--- config.mk ---
export PLATFORM = sky130hd
export DESIGN_NAME = rftx_framer
export DESIGN_NICKNAME = d
export VERILOG_FILES = /design/src/core/rftx_pkg.sv /design/src/core/rftx_framer.sv
export SDC_FILE = /design/constraint.sdc
export NUM_CORES = 1
export LEC_CHECK = 0
export BUFFER_PORTS_ARGS = -buffer_cell sky130_fd_sc_hd__buf_2
export CAP_MARGIN = 20
export CELL_PAD_IN_SITES_DETAIL_PLACEMENT = 1
export CELL_PAD_IN_SITES_GLOBAL_PLACEMENT = 1
export CORE_UTILIZATION = 49
export DETAILED_ROUTE_END_ITERATION = 7
export GPL_TIMING_DRIVEN = 1
export PLACE_DENSITY = 0.93
export SLEW_MARGIN = 20
export SYNTH_ARGS = -nofsm -noshare
export SYNTH_HDL_FRONTEND = slang
export SYNTH_SLANG_ARGS = --single-unit
--- constraint.sdc ---
create_clock -name core_clk_i -period 5.6 [get_ports core_clk_i]
set_input_delay 1.12 -clock core_clk_i [delete_from_list [all_inputs] [get_ports core_clk_i]]
set_output_delay 1.12 -clock core_clk_i [all_outputs]
set_load 0.05 [all_outputs]
--- src/core/rftx_pkg.sv ---
// Package: register map, field layout, timing constants and carrier types of the framer
package rftx_pkg;

  // Register offsets
  localparam logic [7:0] ADDR_BURST  = 8'h30;
  localparam logic [7:0] ADDR_GCTRL  = 8'h31;
  localparam logic [7:0] ADDR_GLOW   = 8'h32;
  localparam logic [7:0] ADDR_FRAME  = 8'h33;
  localparam logic [7:0] ADDR_MODE   = 8'h3a;
  localparam logic [7:0] ADDR_RATE   = 8'h3b;
  localparam logic [7:0] ADDR_STATUS = 8'h3c;

  // Reset values and writable masks
  localparam logic [7:0] GCTRL_RST  = 8'hc0;
  localparam logic [7:0] GLOW_RST   = 8'h00;
  localparam logic [7:0] FRAME_RST  = 8'h00;
  localparam logic [7:0] BURST_RST  = 8'h00;
  localparam logic [7:0] MODE_RST   = 8'h00;
  localparam logic [7:0] RATE_RST   = 8'h40;
  localparam logic [7:0] GCTRL_MASK = 8'hff;
  localparam logic [7:0] FRAME_MASK = 8'hcf;
  localparam logic [7:0] BURST_MASK = 8'h70;
  localparam logic [7:0] MODE_MASK  = 8'h07;

  // Field positions
  localparam int GC_REF     = 7;
  localparam int GC_UNIT    = 6;
  localparam int GC_UP_HI   = 5;
  localparam int GC_UP_LO   = 3;
  localparam int GC_TR_HI   = 2;
  localparam int GC_TR_LO   = 0;
  localparam int FR_TXPAR   = 7;
  localparam int FR_RXPAR   = 6;
  localparam int FR_STOP_HI = 3;
  localparam int FR_STOP_LO = 2;
  localparam int FR_BEG_HI  = 1;
  localparam int FR_BEG_LO  = 0;
  localparam int BL_HI      = 6;
  localparam int BL_LO      = 4;
  localparam int MD_LEVEL   = 0;
  localparam int MD_BURST   = 1;
  localparam int MD_TYPEB   = 2;
  localparam int ST_BUSY    = 0;
  localparam int ST_GUARD   = 1;
  localparam int ST_PERR    = 2;

  // Timing: guard unit of 16 carrier periods at the core clock rate
  localparam int CLK_KHZ        = 200_000;
  localparam int CARRIER_KHZ    = 13_560;
  localparam int GUARD_PERIODS  = 16;
  localparam logic [15:0] GUARD_CARRIER_CYC =
    16'((GUARD_PERIODS * CLK_KHZ) / CARRIER_KHZ);

  localparam logic       PARITY_ODD = 1'b1;
  localparam logic [2:0] BYTE_LAST_BIT = 3'h7;

  typedef struct packed {
    logic       last;
    logic [7:0] data;
  } rftx_byte_t;

  typedef struct packed {
    logic       par;
    logic [7:0] data;
  } rftx_rx_t;

  typedef enum logic [2:0] {
    TK_BURST   = 3'b000,
    TK_BEGIN   = 3'b001,
    TK_DATA    = 3'b010,
    TK_PARITY  = 3'b011,
    TK_END     = 3'b100,
    TK_STOPBIT = 3'b101,
    TK_EGT     = 3'b110
  } rftx_kind_t;

  typedef struct packed {
    rftx_kind_t kind;
    logic [1:0] val;
  } rftx_tok_t;

  typedef enum logic [2:0] {
    S_IDLE   = 3'b000,
    S_BURST  = 3'b001,
    S_BEGIN  = 3'b010,
    S_DATA   = 3'b011,
    S_PARITY = 3'b100,
    S_END    = 3'b101,
    S_TRAIL  = 3'b110
  } rftx_state_t;

endpackage : rftx_pkg

--- src/core/rftx_framer.sv ---
// Transmit framer: guard wait timing, burst, marker symbols, parity and trailer bits
`timescale 1ns/1ps
module rftx_framer (
  input  wire logic                core_clk_i,
  input  wire logic                rst_i,
  input  wire logic [7:0]          reg_addr_i,
  input  wire logic [7:0]          reg_wdata_i,
  input  wire logic                reg_wr_i,
  input  wire logic                reg_rd_i,
  output logic      [7:0]          reg_rdata_o,
  input  wire logic                in_valid_i,
  input  wire rftx_pkg::rftx_byte_t in_byte_i,
  output logic                     in_ready_o,
  output logic                     out_valid_o,
  output rftx_pkg::rftx_tok_t      out_tok_o,
  input  wire logic                out_ready_i,
  input  wire logic                rx_end_i,
  input  wire logic                rx_valid_i,
  input  wire rftx_pkg::rftx_rx_t  rx_byte_i,
  output logic                     rx_valid_o,
  output logic      [7:0]          rx_data_o,
  output logic                     rx_par_err_o
);
  import rftx_pkg::*;

  function automatic logic [8:0] burst_bits(input logic [2:0] code);
    logic [8:0] n;
    n = 9'h008;
    unique case (code)
      3'h0: n = 9'h008;
      3'h1: n = 9'h010;
      3'h2: n = 9'h020;
      3'h3: n = 9'h100;
      3'h4: n = 9'h030;
      3'h5: n = 9'h040;
      3'h6: n = 9'h060;
      3'h7: n = 9'h080;
    endcase
    return n;
  endfunction : burst_bits

  // Configuration registers
  logic [7:0] gctrl_q;
  logic [7:0] glow_q;
  logic [7:0] frame_q;
  logic [7:0] burst_q;
  logic [7:0] mode_q;
  logic [7:0] rate_q;
  logic       perr_q;
  logic [7:0] rdata_q;

  wire        wr_gctrl = reg_wr_i && (reg_addr_i == ADDR_GCTRL);
  wire        wr_glow  = reg_wr_i && (reg_addr_i == ADDR_GLOW);
  wire        wr_frame = reg_wr_i && (reg_addr_i == ADDR_FRAME);
  wire        wr_burst = reg_wr_i && (reg_addr_i == ADDR_BURST);
  wire        wr_mode  = reg_wr_i && (reg_addr_i == ADDR_MODE);
  wire        wr_rate  = reg_wr_i && (reg_addr_i == ADDR_RATE);
  wire        wr_stat  = reg_wr_i && (reg_addr_i == ADDR_STATUS);

  wire        ref_rx    = gctrl_q[GC_REF];
  wire        unit_rate = gctrl_q[GC_UNIT];
  wire [10:0] guard_count = {gctrl_q[GC_UP_HI:GC_UP_LO], glow_q};
  wire [2:0]  trail_sel = gctrl_q[GC_TR_HI:GC_TR_LO];
  wire        txpar_en  = frame_q[FR_TXPAR];
  wire        rxpar_en  = frame_q[FR_RXPAR];
  wire [1:0]  end_sel   = frame_q[FR_STOP_HI:FR_STOP_LO];
  wire [1:0]  begin_sel = frame_q[FR_BEG_HI:FR_BEG_LO];
  wire [8:0]  burst_len = burst_bits(burst_q[BL_HI:BL_LO]);
  wire        burst_lvl = mode_q[MD_LEVEL];
  wire        burst_en  = mode_q[MD_BURST];
  wire        type_b    = mode_q[MD_TYPEB];

  // Two-entry input buffer
  rftx_byte_t buf_q [2];
  logic       wptr_q;
  logic       rptr_q;
  logic [1:0] cnt_q;
  logic       ready_q;
  logic       pop;
  wire        push    = in_valid_i && ready_q;
  wire        buf_vld = (cnt_q != 2'd0);
  wire rftx_byte_t head = buf_q[rptr_q];
  wire [1:0]  cnt_d   = 2'(cnt_q + {1'b0, push} - {1'b0, pop});

  genvar gi;
  generate
    for (gi = 0; gi < 2; gi++) begin : g_entry
      always_ff @(posedge core_clk_i) begin
        if (rst_i) begin
          buf_q[gi] <= '0;
        end else if (push && (wptr_q == 1'(gi))) begin
          buf_q[gi] <= in_byte_i;
        end
      end
    end
  endgenerate

  always_ff @(posedge core_clk_i) begin
    if (rst_i) begin
      wptr_q  <= 1'b0;
      rptr_q  <= 1'b0;
      cnt_q   <= 2'd0;
      ready_q <= 1'b0;
    end else begin
      wptr_q  <= wptr_q ^ push;
      rptr_q  <= rptr_q ^ pop;
      cnt_q   <= cnt_d;
      // Registered ready looks at the next fill so a stall never overruns the buffer
      ready_q <= (cnt_d != 2'd2);
    end
  end

  // Guard wait timer
  logic [10:0] guard_q;
  logic [15:0] pre_q;
  logic        frame_done;
  wire  [15:0] rate_cyc  = (rate_q == 8'h00) ? 16'h0001 : {8'h00, rate_q};
  wire  [15:0] unit_cyc  = unit_rate ? rate_cyc : GUARD_CARRIER_CYC;
  wire         guard_ld  = ref_rx ? rx_end_i : frame_done;
  wire         guard_idle = (guard_q == 11'h000);

  always_ff @(posedge core_clk_i) begin
    if (rst_i) begin
      guard_q <= 11'h000;
      pre_q   <= 16'h0000;
    end else if (guard_ld) begin
      guard_q <= guard_count;
      pre_q   <= 16'(unit_cyc - 16'h0001);
    end else if (!guard_idle) begin
      if (pre_q == 16'h0000) begin
        guard_q <= 11'(guard_q - 11'h001);
        pre_q   <= 16'(unit_cyc - 16'h0001);
      end else begin
        pre_q <= 16'(pre_q - 16'h0001);
      end
    end
  end

  // Frame sequencer
  rftx_state_t state_q;
  rftx_state_t state_d;
  logic [8:0]  bcnt_q;
  logic [8:0]  bcnt_d;
  logic [2:0]  tcnt_q;
  logic [2:0]  tcnt_d;
  logic        out_valid_q;
  logic        out_valid_d;
  rftx_tok_t   out_tok_q;
  rftx_tok_t   out_tok_d;

  wire         adv      = !out_valid_q || out_ready_i;
  wire         par_bit  = (^head.data) ^ PARITY_ODD;
  wire         trail_on = type_b && (trail_sel != 3'h0);
  wire rftx_state_t after_body = (end_sel != 2'h0) ? S_END :
                                 trail_on ? S_TRAIL : S_IDLE;
  wire rftx_state_t after_burst = (begin_sel != 2'h0) ? S_BEGIN : S_DATA;

  always_comb begin
    state_d     = state_q;
    bcnt_d      = bcnt_q;
    tcnt_d      = tcnt_q;
    out_tok_d   = out_tok_q;
    out_valid_d = out_valid_q && !out_ready_i;
    pop         = 1'b0;
    frame_done  = 1'b0;
    unique case (state_q)
      S_IDLE: begin
        // Idle never ends a frame, so only the receive reference can load here
        if (buf_vld && guard_idle && !(ref_rx && rx_end_i)) begin
          bcnt_d  = 9'h000;
          tcnt_d  = 3'h0;
          state_d = burst_en ? S_BURST : after_burst;
        end
      end
      S_BURST: begin
        if (adv) begin
          out_valid_d = 1'b1;
          out_tok_d   = '{kind: TK_BURST, val: {1'b0, burst_lvl}};
          if (bcnt_q == 9'(burst_len - 9'h001)) begin
            bcnt_d  = 9'h000;
            state_d = after_burst;
          end else begin
            bcnt_d = 9'(bcnt_q + 9'h001);
          end
        end
      end
      S_BEGIN: begin
        if (adv) begin
          out_valid_d = 1'b1;
          out_tok_d   = '{kind: TK_BEGIN, val: begin_sel};
          state_d     = S_DATA;
        end
      end
      S_DATA: begin
        if (adv && buf_vld) begin
          out_valid_d = 1'b1;
          out_tok_d   = '{kind: TK_DATA, val: {1'b0, head.data[bcnt_q[2:0]]}};
          if (bcnt_q[2:0] == BYTE_LAST_BIT) begin
            bcnt_d = 9'h000;
            if (txpar_en) begin
              state_d = S_PARITY;
            end else begin
              pop     = 1'b1;
              state_d = head.last ? after_body : S_DATA;
            end
          end else begin
            bcnt_d = 9'(bcnt_q + 9'h001);
          end
        end
      end
      S_PARITY: begin
        if (adv) begin
          out_valid_d = 1'b1;
          out_tok_d   = '{kind: TK_PARITY, val: {1'b0, par_bit}};
          pop         = 1'b1;
          state_d     = head.last ? after_body : S_DATA;
        end
      end
      S_END: begin
        if (adv) begin
          out_valid_d = 1'b1;
          out_tok_d   = '{kind: TK_END, val: end_sel};
          state_d     = trail_on ? S_TRAIL : S_IDLE;
        end
      end
      S_TRAIL: begin
        if (adv) begin
          out_valid_d = 1'b1;
          // One stop bit first, then one token per extra guard unit
          out_tok_d = '{kind: (tcnt_q == 3'h0) ? TK_STOPBIT : TK_EGT, val: 2'h0};
          if (tcnt_q == 3'(trail_sel - 3'h1)) begin
            state_d = S_IDLE;
          end else begin
            tcnt_d = 3'(tcnt_q + 3'h1);
          end
        end
      end
      default: begin
        state_d = S_IDLE;
      end
    endcase
    if ((state_q != S_IDLE) && (state_d == S_IDLE)) begin
      frame_done = 1'b1;
    end
  end

  always_ff @(posedge core_clk_i) begin
    if (rst_i) begin
      state_q     <= S_IDLE;
      bcnt_q      <= 9'h000;
      tcnt_q      <= 3'h0;
      out_valid_q <= 1'b0;
      out_tok_q   <= '{kind: TK_BURST, val: 2'h0};
    end else begin
      state_q     <= state_d;
      bcnt_q      <= bcnt_d;
      tcnt_q      <= tcnt_d;
      out_valid_q <= out_valid_d;
      out_tok_q   <= out_tok_d;
    end
  end

  // Receive parity check
  logic       rx_valid_q;
  logic [7:0] rx_data_q;
  logic       rx_err_q;
  wire        rx_bad = rxpar_en && ((^rx_byte_i) != PARITY_ODD);

  always_ff @(posedge core_clk_i) begin
    if (rst_i) begin
      rx_valid_q <= 1'b0;
      rx_data_q  <= 8'h00;
      rx_err_q   <= 1'b0;
    end else begin
      rx_valid_q <= rx_valid_i;
      rx_err_q   <= rx_valid_i && rx_bad;
      if (rx_valid_i) begin
        rx_data_q <= rx_byte_i.data;
      end
    end
  end

  // Register file
  wire [7:0] status = {5'h00, perr_q, !guard_idle, (state_q != S_IDLE)};
  wire [7:0] rd_mux =
    (reg_addr_i == ADDR_GCTRL)  ? gctrl_q :
    (reg_addr_i == ADDR_GLOW)   ? glow_q  :
    (reg_addr_i == ADDR_FRAME)  ? frame_q :
    (reg_addr_i == ADDR_BURST)  ? burst_q :
    (reg_addr_i == ADDR_MODE)   ? mode_q  :
    (reg_addr_i == ADDR_RATE)   ? rate_q  :
    (reg_addr_i == ADDR_STATUS) ? status  : 8'h00;

  always_ff @(posedge core_clk_i) begin
    if (rst_i) begin
      gctrl_q <= GCTRL_RST;
      glow_q  <= GLOW_RST;
      frame_q <= FRAME_RST;
      burst_q <= BURST_RST;
      mode_q  <= MODE_RST;
      rate_q  <= RATE_RST;
      rdata_q <= 8'h00;
    end else begin
      if (wr_gctrl) gctrl_q <= reg_wdata_i & GCTRL_MASK;
      if (wr_glow)  glow_q  <= reg_wdata_i;
      if (wr_frame) frame_q <= reg_wdata_i & FRAME_MASK;
      if (wr_burst) burst_q <= reg_wdata_i & BURST_MASK;
      if (wr_mode)  mode_q  <= reg_wdata_i & MODE_MASK;
      if (wr_rate)  rate_q  <= reg_wdata_i;
      rdata_q <= reg_rd_i ? rd_mux : 8'h00;
    end
  end

  // Sticky parity error: a new error in the clearing cycle wins
  always_ff @(posedge core_clk_i) begin
    if (rst_i) begin
      perr_q <= 1'b0;
    end else if (rx_valid_i && rx_bad) begin
      perr_q <= 1'b1;
    end else if (wr_stat && reg_wdata_i[ST_PERR]) begin
      perr_q <= 1'b0;
    end
  end

  assign reg_rdata_o  = rdata_q;
  assign in_ready_o   = ready_q;
  assign out_valid_o  = out_valid_q;
  assign out_tok_o    = out_tok_q;
  assign rx_valid_o   = rx_valid_q;
  assign rx_data_o    = rx_data_q;
  assign rx_par_err_o = rx_err_q;

endmodule : rftx_framer

==> out/qor.yml, run 1 <==
post-route-util: 0.579
crit_path_start_kind: "register"
ys_ff_latch: 132
required_ns: 5.92
cp.arrival_ns: 4.23
io_pins: 67
cts_buffers: 17
start_util: 0.504
maxUsedRoutingLayer: "met4"
slowest_stage: "dfxtp_1"
clock.fmax_mhz: 256
holdBufCountCts: 0
fin_hold_ws_ns: 0.482
relSlewSlack: 0.307
dp_hpwl_um: 15100
drt_iter0_markers: 677
fin_cells: 1065
rows: 43
intPower_mw: 1.85
drc: 0
core_um2: 14000
syn_area_um2: 7060
synth_cell_types: 76
hold_depth: 2
synth-async-reset-ratio: 0
grt_pass1_vias: 6981
ff2ff_setup_slack_ns: 1.69
synth_edf_count: 18
worst-r2r-cell-count: 10
final_layout_size_suffix_gt1_frac: 0.146
synth_ff_type: "dfxtp_1"
crit_chain: "ha_1, ha_1, o21a_1, nand3_1, a2111oi_0, nor3_1, a41oi_4, and2_1, mux2i_1, a2111oi_2"
r2r_end: "pre_q[5]$_SDFFE_PP0P_"
max_stage_delay_ns: 0.61
wl_per_cell_um: 22.0
dp_slack_ns: 1.70
layout_setup_ws_ns: 1.69
antenna_found_initial: 0
rsz0062_at_grt: "no"
tritoncts: "done"
skew_ns: 0.0101
ant_nets: 0
drt-total-wl_um: 23500
seqCellArea_um2: 2820
grt_overflow: 0
powerDensity_nw_per_um2: 311
worstSetupPathType: "register to register"
final_cell_mix: "114 x dfxtp_1, 105 x nor2_1, 79 x nand2_1, 66 x buf_2, 65 x a21oi_1"
nNetsFinal: 932
wl_met3_um: 1270
clock_latency_ns: 0.43
swShare: 0.265
hp-start: "pre_q[14]$_SDFFE_PP0P_"
drv_slew: 0
wl_met1_um: 9520
setup.worst_path.end_class: "register"
diodes: 0
finalSetupTns_ns: 0
portBuffers: 66
grt_max_degree: 39
clk_pin_slew_ns: 0.06
cp-startpoint: "bcnt_q[0]$_SDFFE_PP0P_"
ys_seq_area_frac: 0.400
fill_cells: 1655
finalSetupViolations: 0
worstHoldPathType: "register to register"
drv_cap: 0
switchingPower_mw: 0.668
path_max_fanout: 18
p_clk_frac: 0.468
worst_slew_pin_slew_ns: 1.03
gp_congestion: 0.912
die_y_um: 122
die_area_um2: 14900
yosysTopAreaCellShare: 0.323
synth.largest_area_cell: "dfxtp_1"
final_area_um2: 8090
synth-warning-count: 0
cellLeakagePower_nw: 3.11
synth_area_per_cell_um2: 8.58
wl_met2_um: 11600
syn_to_final_growth_pct: 14.7
syn_inst: 822
peakVddDrop_mv: 0.195
htreeDepth: 4
cts_max_path_buffers: 2
ctsResizeCount: 0
rr_startpoint: "bcnt_q[0]$_SDFFE_PP0P_"
dr_total_vias: 6687
fin_crit_sh: 0.698
gr-usage-all-layers: 0.326
multi_input_area_um2: 3960
die_width_um: 122
finalPower_mw: 2.52
finalCriticalPeriod_ns: 3.91
crit_top_cell: "ha_1"
grt_pass1_wl_um: 37100
synth_fp_nets: 882
status: "complete, no violations"
finalHoldViolCount: 0
final_common_cell: "dfxtp_1"
p_comb_frac: 0.123
yosys-top-cells-area: "dfxtp_1 32%, edfxtp_1 7.7%, nor2_1 5.6%"
cts.sinks: 132
hold_end: "pre_q[14]$_SDFFE_PP0P_"
p_seq_frac: 0.409
placed_cells: 1033
placed_cell_area_um2: 7480
root_buffer: "clkbuf_16"
viasPerCell: 6.28
postCtsSetupBuffers: 0
drt_pass1_iterations: 5
how the worst max path moves through the flow:
stage / endpoint / slack, ns / cells after the start
after detailed placement: pre_q[5]$_SDFFE_PP0P_ / 1.70 / 9
after CTS: pre_q[5]$_SDFFE_PP0P_ / 1.79 / 10
after global routing: pre_q[5]$_SDFFE_PP0P_ / 1.45 / 10
after floorplan: pre_q[5]$_SDFFE_PP0P_ / 2.41 / 10
final: pre_q[5]$_SDFFE_PP0P_ / 1.69 / 10
after global placement: pre_q[5]$_SDFFE_PP0P_ / 1.85 / 9
cells in the mapped netlist (all sizes together), types with 3 or more instances:
cell type / count
a31oi: 11
o2111ai: 3
buf: 15
xor2: 24
a21oi: 65
a211oi: 14
and3: 9
nand4: 5
nand2: 80
inv: 26
nand2b: 12
nor4: 9
a2111oi: 4
nor2: 107
o32ai: 8
o21a: 4
o21ai: 26
nor2b: 14
nand3b: 3
dfxtp: 114
xnor2: 24
nor3b: 3
nor3: 26
edfxtp: 18
or2: 5
a22oi: 6
or3: 7
clkbuf: 25
nand3: 33
and2: 23
o22ai: 3
mux4: 5
ha: 18
mux2i: 32
registers in the layout, indices dropped and copies added (netlist names), 8 cells and up:
register,cells
guard_q,11
bcnt_q,9
rate_q,8
gctrl_q,8
pre_q,16
reg_rdata_o,8
buf_q,18
glow_q,8
rx_data_o,8
kinds of logic after synthesis:
logic type | share of synthesized area
AND/OR/NAND/NOR | 0.238
AO/OA/AOI/OAI | 0.163
flip-flops | 0.400
buffers and inverters | 0.0392
XOR/XNOR | 0.0628
multiplexers | 0.0651
adder cells (fa/ha/maj) | 0.0319
worst max-delay path: cells and delay by family, from the launching register on:
kind                       cells  cell delay (ns)
DFF                            1             0.61
adders and majority gates      2             0.64
muxes                          1             0.20
AOI/OAI and AO/OA              4             1.38
and+or+nand+nor                3             0.96
power by group through the flow:
stage	Combinational (mW)	Sequential, mW	Clock [mW]
floorplan	0.198	1.06	0
global placement	0.280	1.04	0
detailed placement	0.296	1.05	0
CTS	0.308	1.03	1.18
global route	0.334	1.03	1.21
finish	0.311	1.03	1.18
cell type report:
cell class | instances | share of cell area
tap | 180 | 0.0278
multi-input combinational | 623 | 0.490
clock buffer | 23 | 0.0603
timing repair buffer | 71 | 0.0455
inverter | 27 | 0.0125
sequential | 132 | 0.349
clock inverter | 9 | 0.0153
layer usage:
| layer | track usage | up-vias |
|---|---|---|
| li1 | - | 3018 |
| met1 | 0.383 | 3290 |
| met2 | 0.551 | 284 |
| met3 | 0.0726 | 95 |
| met4 | 0.177 | 0 |
| met5 | 0 | - |
Note: power is estimated with default switching activity, not from simulation.
==> run 2, diff against run 1 <==
--- a/config.mk
+++ b/config.mk
@@ -9,10 +9,10 @@
 export CAP_MARGIN = 20
 export CELL_PAD_IN_SITES_DETAIL_PLACEMENT = 1
 export CELL_PAD_IN_SITES_GLOBAL_PLACEMENT = 1
-export CORE_UTILIZATION = 49
+export CORE_UTILIZATION = 45
 export DETAILED_ROUTE_END_ITERATION = 7
 export GPL_TIMING_DRIVEN = 1
-export PLACE_DENSITY = 0.93
+export PLACE_DENSITY = 0.87
 export SLEW_MARGIN = 20
 export SYNTH_ARGS = -nofsm -noshare
 export SYNTH_HDL_FRONTEND = slang
==> constraint.sdc (replaced) <==
create_clock -name core_clk_i -period 3.9 [get_ports core_clk_i]
set_input_delay 0.78 -clock core_clk_i [delete_from_list [all_inputs] [get_ports core_clk_i]]
set_output_delay 0.78 -clock core_clk_i [all_outputs]
set_load 0.05 [all_outputs]
==> run 2 against run 1 <==
Compared with the run above: register-to-register slack got worse by 1.1 ns; die area increased by 8.7%; flip-flop and latch count unchanged; clock power increased by 42%; clock skew increased by 0.0045 ns; non-clock buffer count increased by 8; setup slack got worse by 1.1 ns; final cell count increased by 3.7%; via count decreased by 4.4%; critical path depth increased by 1; count of clock-buffer cells in the layout decreased by 3; highest routed layer unchanged.
==> out/qor.yml, run 2 (synthesized netlist as in run 1, its figures left out) <==
drt_pass1_iterations: 5  # unchanged
post-route-util: 0.538  # was 0.579
largest_reg_flops: 18  # unchanged
viasPerCell: 5.79  # was 6.28
ctsResizeCount: 0  # unchanged
holdBufCountCts: 0  # unchanged
postCtsSetupBuffers: 0  # unchanged
rows: 45  # was 43
drv_cap: 0  # unchanged
cts_buffers: 17  # unchanged
skew_ns: 0.0145  # was 0.0101 ns
drt_iter0_markers: 443  # was 677
grt_pass1_vias: 6670  # was 6981
required_ns: 4.21  # was 5.92 ns
syn_to_final_growth_pct: 16.4  # was 14.7%
cp-startpoint: "bcnt_q[1]$_SDFFE_PP0P_"  # was bcnt_q[0]$_SDFFE_PP0P_
final_cell_mix: "114 x dfxtp_1, 105 x nor2_1, 79 x nand2_1, 66 x buf_2, 65 x a21oi_1"  # unchanged
hp-start: "pre_q[14]$_SDFFE_PP0P_"  # unchanged
nNetsFinal: 940  # was 932
drc: 0  # unchanged
die_area_um2: 16200  # was 14900 µm²
grt_pass1_wl_um: 34300  # was 37100 µm
core_um2: 15300  # was 14000 µm²
root_buffer: "clkbuf_16"  # unchanged
diodes: 0  # unchanged
rr_startpoint: "bcnt_q[1]$_SDFFE_PP0P_"  # was bcnt_q[0]$_SDFFE_PP0P_
setup.worst_path.end_class: "register"  # unchanged
ant_nets: 0  # unchanged
tritoncts: "done"  # unchanged
peakVddDrop_mv: 0.281  # was 0.195 mV
worstSetupPathType: "register to register"  # unchanged
rsz0062_at_grt: "no"  # unchanged
crit_chain: "ha_1, ha_1, o21a_1, nand3_1, a2111oi_0, nor3_1, a41oi_4, buf_4, and2_1, a21oi_1, o221a_1"  # was ha_1, ha_1, o21a_1, nand3_1, a2111oi_0, nor3_1, a41oi_4, and2_1, mux2i_1, a2111oi_2
critPathBufInv: 1  # was 0
gr-usage-all-layers: 0.271  # was 0.326
die_y_um: 127  # was 122 µm
critPathTopFamily: "compound AO/OA/AOI/OAI gates"  # unchanged
worst-r2r-cell-count: 11  # was 10
final_layout_size_suffix_gt1_frac: 0.156  # was 0.146
slowest_stage: "dfxtp_1"  # unchanged
drt-total-wl_um: 21000  # was 23500 µm
dr_total_vias: 6390  # was 6687
die_width_um: 127  # was 122 µm
drv_slew: 0  # unchanged
finalCriticalPeriod_ns: 3.33  # was 3.91 ns
clock.fmax_mhz: 300  # was 256 MHz
start_util: 0.462  # was 0.504
io_pins: 67  # unchanged
final_common_cell: "dfxtp_1"  # unchanged
cts.sinks: 132  # unchanged
max_stage_delay_ns: 0.47  # was 0.61 ns
portBuffers: 66  # unchanged
dp_hpwl_um: 14400  # was 15100 µm
finalSetupTns_ns: 0  # unchanged
grt_max_degree: 93  # was 39
cp.arrival_ns: 3.65  # was 4.23 ns
relSlewSlack: 0.457  # was 0.307
wl_per_cell_um: 19.0  # was 22.0 µm
fin_crit_sh: 0.854  # was 0.698
clk_pin_slew_ns: 0.06  # about the same
cellLeakagePower_nw: 3.15  # was 3.11 nW
antenna_found_initial: 0  # unchanged
crit_top_cell: "ha_1"  # unchanged
r2r_end: "pre_q[13]$_SDFFE_PP0P_"  # was pre_q[5]$_SDFFE_PP0P_
powerDensity_nw_per_um2: 437  # was 311 nW/µm²
ff2ff_setup_slack_ns: 0.57  # was 1.69 ns
hold_end: "pre_q[14]$_SDFFE_PP0P_"  # unchanged
path_max_fanout: 33  # was 18
status: "complete, no violations"  # unchanged
gp_congestion: 0.882  # was 0.912
grt_overflow: 0  # unchanged
cts_max_path_buffers: 2  # unchanged
top_register: "buf_q"  # unchanged
htreeDepth: 4  # unchanged
finalHoldViolCount: 0  # unchanged
clock_latency_ns: 0.44  # was 0.43 ns
hold_depth: 2  # unchanged
finalSetupViolations: 0  # unchanged
crit_path_start_kind: "register"  # unchanged
worstHoldPathType: "register to register"  # unchanged
finalPower_mw: 3.59  # was 2.52 mW
reg.largest.list: "buf_q (18), pre_q (16), guard_q (11)"  # unchanged
worst_slew_pin_slew_ns: 0.793  # was 1.03 ns
run 2: cell count changes in the layout (fill, tap and decap cells not counted):
cell,change
bufinv_16,-1
clkinv_4,+2
clkbuf_8,-2
inv_6,+2
buf_12,+1
clkbuf_16,+1
buf_4,+7
clkbuf_1,-2
inv_8,+1
clkinv_2,-4
clkinvlp_4,+3
run 2: worst max path at each step:
stage / end / slack [ns] / cells after the start
after global routing: pre_q[8]$_SDFFE_PP0P_ / 0.18 / 11
after CTS: pre_q[13]$_SDFFE_PP0P_ / 0.61 / 11
after global placement: pre_q[13]$_SDFFE_PP0P_ / 0.70 / 10
after floorplan: pre_q[5]$_SDFFE_PP0P_ / 1.05 / 10
final: pre_q[13]$_SDFFE_PP0P_ / 0.57 / 11
after detailed placement: pre_q[13]$_SDFFE_PP0P_ / 0.62 / 10
run 2: cell type report:
class,count,area [µm²]
clock buffer,20,478
clock inverter,12,143
fill,1802,7050
inverter,27,101
multi-input combinational,623,3960
sequential,132,2820
tap,211,264
timing repair buffer,79,440
run 2: tightest hold or removal path: stages (launching register included):
cell,delay (ns)
dfxtp_1,0.31
inv_1,0.05
o32ai_1,0.07
run 2: layer usage:
metal,vias to the layer above,GRT usage,part of all wire
met4,0,0.109,0.021
met3,44,0.0515,0.048
met2,185,0.481,0.51
met5,-,0,0
met1,3121,0.322,0.42
li1,3040,-,-
run 2: through the flow:
stage | hold WS, ns | instance area [µm²] | worst slack, ns | instances
after floorplan | 0.445 | 7060 | 1.05 | 822
after global placement | 0.460 | 7590 | 0.702 | 1072
after detailed placement | 0.465 | 7590 | 0.620 | 1072
after CTS | 0.474 | 8210 | 0.608 | 1104
after global routing | 0.499 | 8210 | 0.180 | 1104
final | 0.474 | 8210 | 0.568 | 1104
run 2: where the power goes:
part           switching (mW)  internal (mW)  leakage, nW
Clock                   0.653           1.02        0.297
Sequential             0.0457           1.43         1.11
Combinational           0.278          0.165         1.74
==> run 3, diff against run 2 <==
--- a/config.mk
+++ b/config.mk
@@ -5,7 +5,7 @@
 export SDC_FILE = /design/constraint.sdc
 export NUM_CORES = 1
 export LEC_CHECK = 0
-export BUFFER_PORTS_ARGS = -buffer_cell sky130_fd_sc_hd__buf_2
+export BUFFER_PORTS_ARGS = -buffer_cell sky130_fd_sc_hd__clkbuf_2
 export CAP_MARGIN = 20
 export CELL_PAD_IN_SITES_DETAIL_PLACEMENT = 1
 export CELL_PAD_IN_SITES_GLOBAL_PLACEMENT = 1
==> run 3 against run 2 <==
Compared with the run above: final cell count up 0.18%; sequential share of layout area down 0.30 points; design area up 0.88%; die area unchanged; count of clock-buffer cells in the layout up 2; non-clock buffer count up 2; critical endpoint unchanged; highest routed layer unchanged; via count down 0.14%.
==> out/qor.yml, run 3 (synthesized netlist as in run 1, its figures left out) <==
status: "complete, no violations"  # unchanged
cts.sinks: 132  # unchanged
dp_hpwl_um: 14400  # about the same
final_common_cell: "dfxtp_1"  # unchanged
syn_to_final_growth_pct: 17.4  # was 16.4%
largest_reg_flops: 18  # unchanged
final_area_um2: 8290  # was 8210 µm²
final_layout_size_suffix_gt1_frac: 0.156  # about the same
grt_overflow: 0  # unchanged
ant_nets: 0  # unchanged
drv_slew: 0  # unchanged
diodes: 0  # unchanged
crit_path_start_kind: "register"  # unchanged
setup.worst_path.end_class: "register"  # unchanged
holdBufCountCts: 0  # unchanged
clock_latency_ns: 0.43  # was 0.44 ns
grt_pass1_vias: 6457  # was 6670
worstHoldPathType: "register to register"  # unchanged
drt_iter0_markers: 357  # was 443
placed_cell_area_um2: 7590  # about the same
rows: 45  # unchanged
die_y_um: 127  # unchanged
drt_pass1_iterations: 5  # unchanged
wl_per_cell_um: 18.6  # was 19.0 µm
hp-start: "pre_q[14]$_SDFFE_PP0P_"  # unchanged
core_um2: 15300  # unchanged
ctsResizeCount: 0  # unchanged
finalCriticalPeriod_ns: 3.26  # was 3.33 ns
slowest_stage: "a2111oi_0"  # was dfxtp_1
relSlewSlack: 0.442  # was 0.457
max_stage_delay_ns: 0.40  # was 0.47 ns
finalSetupViolations: 0  # unchanged
powerDensity_nw_per_um2: 458  # was 437 nW/µm²
p_comb_frac: 0.117  # was 0.123
grt_pass1_wl_um: 33000  # was 34300 µm
worstSetupPathType: "register to register"  # unchanged
antenna_found_initial: 0  # unchanged
path_max_fanout: 33  # unchanged
p_clk_frac: 0.495  # was 0.467
start_util: 0.462  # unchanged
worst_slew_pin_slew_ns: 0.834  # was 0.793 ns
drc: 0  # unchanged
post-route-util: 0.543  # was 0.538
root_buffer: "clkbuf_16"  # unchanged
die_width_um: 127  # unchanged
nNetsFinal: 942  # was 940
tritoncts: "done"  # unchanged
htreeDepth: 4  # unchanged
grt_max_degree: 60  # was 93
finalSetupTns_ns: 0  # unchanged
fin_hold_ws_ns: 0.482  # was 0.474 ns
portBuffers: 66  # unchanged
skew_ns: 0.0149  # was 0.0145 ns
worst-r2r-cell-count: 12  # was 11
gp_congestion: 0.904  # was 0.882
finalHoldViolCount: 0  # unchanged
crit_chain: "buf_4, ha_1, ha_1, o21a_1, nand3_1, a2111oi_0, nor3_1, a41oi_4, buf_4, and2_1, a21oi_1, o221a_1"  # was ha_1, ha_1, o21a_1, nand3_1, a2111oi_0, nor3_1, a41oi_4, buf_4, and2_1, a21oi_1, o221a_1
required_ns: 4.21  # about the same
die_area_um2: 16200  # unchanged
reg.largest.list: "buf_q (18), pre_q (16), guard_q (11)"  # unchanged
fill_cells: 1806  # was 1802
top_register: "buf_q"  # unchanged
multi_input_area_um2: 3960  # unchanged
fin_crit_sh: 0.836  # was 0.854
dr_total_vias: 6381  # was 6390
cellLeakagePower_nw: 3.18  # was 3.15 nW
drt-total-wl_um: 20600  # was 21000 µm
p_seq_frac: 0.388  # was 0.410
endpoint: "pre_q[13]$_SDFFE_PP0P_"  # unchanged
peakVddDrop_mv: 0.305  # was 0.281 mV
ff2ff_setup_slack_ns: 0.64  # was 0.57 ns
r2r_end: "pre_q[13]$_SDFFE_PP0P_"  # unchanged
clock.fmax_mhz: 307  # was 300 MHz
clk_pin_slew_ns: 0.06  # about the same
final_cell_mix: "114 x dfxtp_1, 105 x nor2_1, 79 x nand2_1, 66 x clkbuf_2, 65 x a21oi_1"  # was 114 x dfxtp_1, 105 x nor2_1, 79 x nand2_1, 66 x buf_2, 65 x a21oi_1
viasPerCell: 5.77  # was 5.79
intPower_mw: 2.85  # was 2.62 mW
io_pins: 67  # unchanged
seqCellArea_um2: 2820  # unchanged
rr_startpoint: "bcnt_q[0]$_SDFFE_PP0P_"  # was bcnt_q[1]$_SDFFE_PP0P_
swShare: 0.249  # was 0.272
rsz0062_at_grt: "no"  # unchanged
switchingPower_mw: 0.947  # was 0.976 mW
cts_buffers: 17  # unchanged
postCtsSetupBuffers: 0  # unchanged
cp-startpoint: "bcnt_q[0]$_SDFFE_PP0P_"  # was bcnt_q[1]$_SDFFE_PP0P_
cp.arrival_ns: 3.57  # was 3.65 ns
gr-usage-all-layers: 0.262  # was 0.271
drv_cap: 0  # unchanged
cts_max_path_buffers: 2  # unchanged
[run 3: routing by layer]
metal | up-vias | track usage | share of wire
li1 | 3050 | - | -
met1 | 3131 | 0.319 | 0.44
met2 | 159 | 0.450 | 0.49
met3 | 41 | 0.0507 | 0.041
met4 | 0 | 0.113 | 0.024
met5 | - | 0 | 0
[run 3: worst min path at each step]
stage                              end  slack (ns)  cells past startpoint
5_1_grt        gctrl_q[3]$_SDFFE_PP0P_        0.51                      2
4_1_cts          pre_q[6]$_SDFFE_PP0P_        0.48                      2
3_3_place_gp    pre_q[14]$_SDFFE_PP0P_        0.46                      2
2_1_floorplan  gctrl_q[5]$_SDFFE_PP0P_        0.44                      2
6_report        pre_q[14]$_SDFFE_PP0P_        0.48                      2
3_5_place_dp     pre_q[6]$_SDFFE_PP0P_        0.47                      2
[run 3: power groups by stage]
stage / clock network [mW] / registers, mW / logic, mW
2_1_floorplan: 0 / 1.52 / 0.284
3_3_place_gp: 0 / 1.50 / 0.419
3_5_place_dp: 0 / 1.50 / 0.430
4_1_cts: 1.90 / 1.47 / 0.443
5_1_grt: 1.96 / 1.48 / 0.482
6_report: 1.88 / 1.47 / 0.445
[run 3: final cells by class]
class / instances / area share
Sequential cell: 132 / 0.341
Clock buffer: 22 / 0.0574
Tap cell: 211 / 0.0319
Clock inverter: 10 / 0.0260
Inverter: 27 / 0.0122
Multi-Input combinational cell: 623 / 0.478
Timing Repair Buffer: 81 / 0.0535
[run 3: stage by stage]
stage	power (mW)	cells	setup WS (ns)
global route	3.92	1106	0.373
floorplan	1.80	822	1.05
global placement	1.91	1074	0.729
detailed placement	1.93	1074	0.643
finish	3.80	1106	0.639
CTS	3.81	1106	0.660
[run 3: critical path, delay by kind of cell (launching register included)]
family | cells | cell delay [ns]
adder cells (fa/ha/maj) | 2 | 0.52
AO/OA/AOI/OAI | 5 | 1.13
flip-flops | 1 | 0.31
AND/OR/NAND/NOR | 3 | 0.65
buffers and inverters | 2 | 0.53
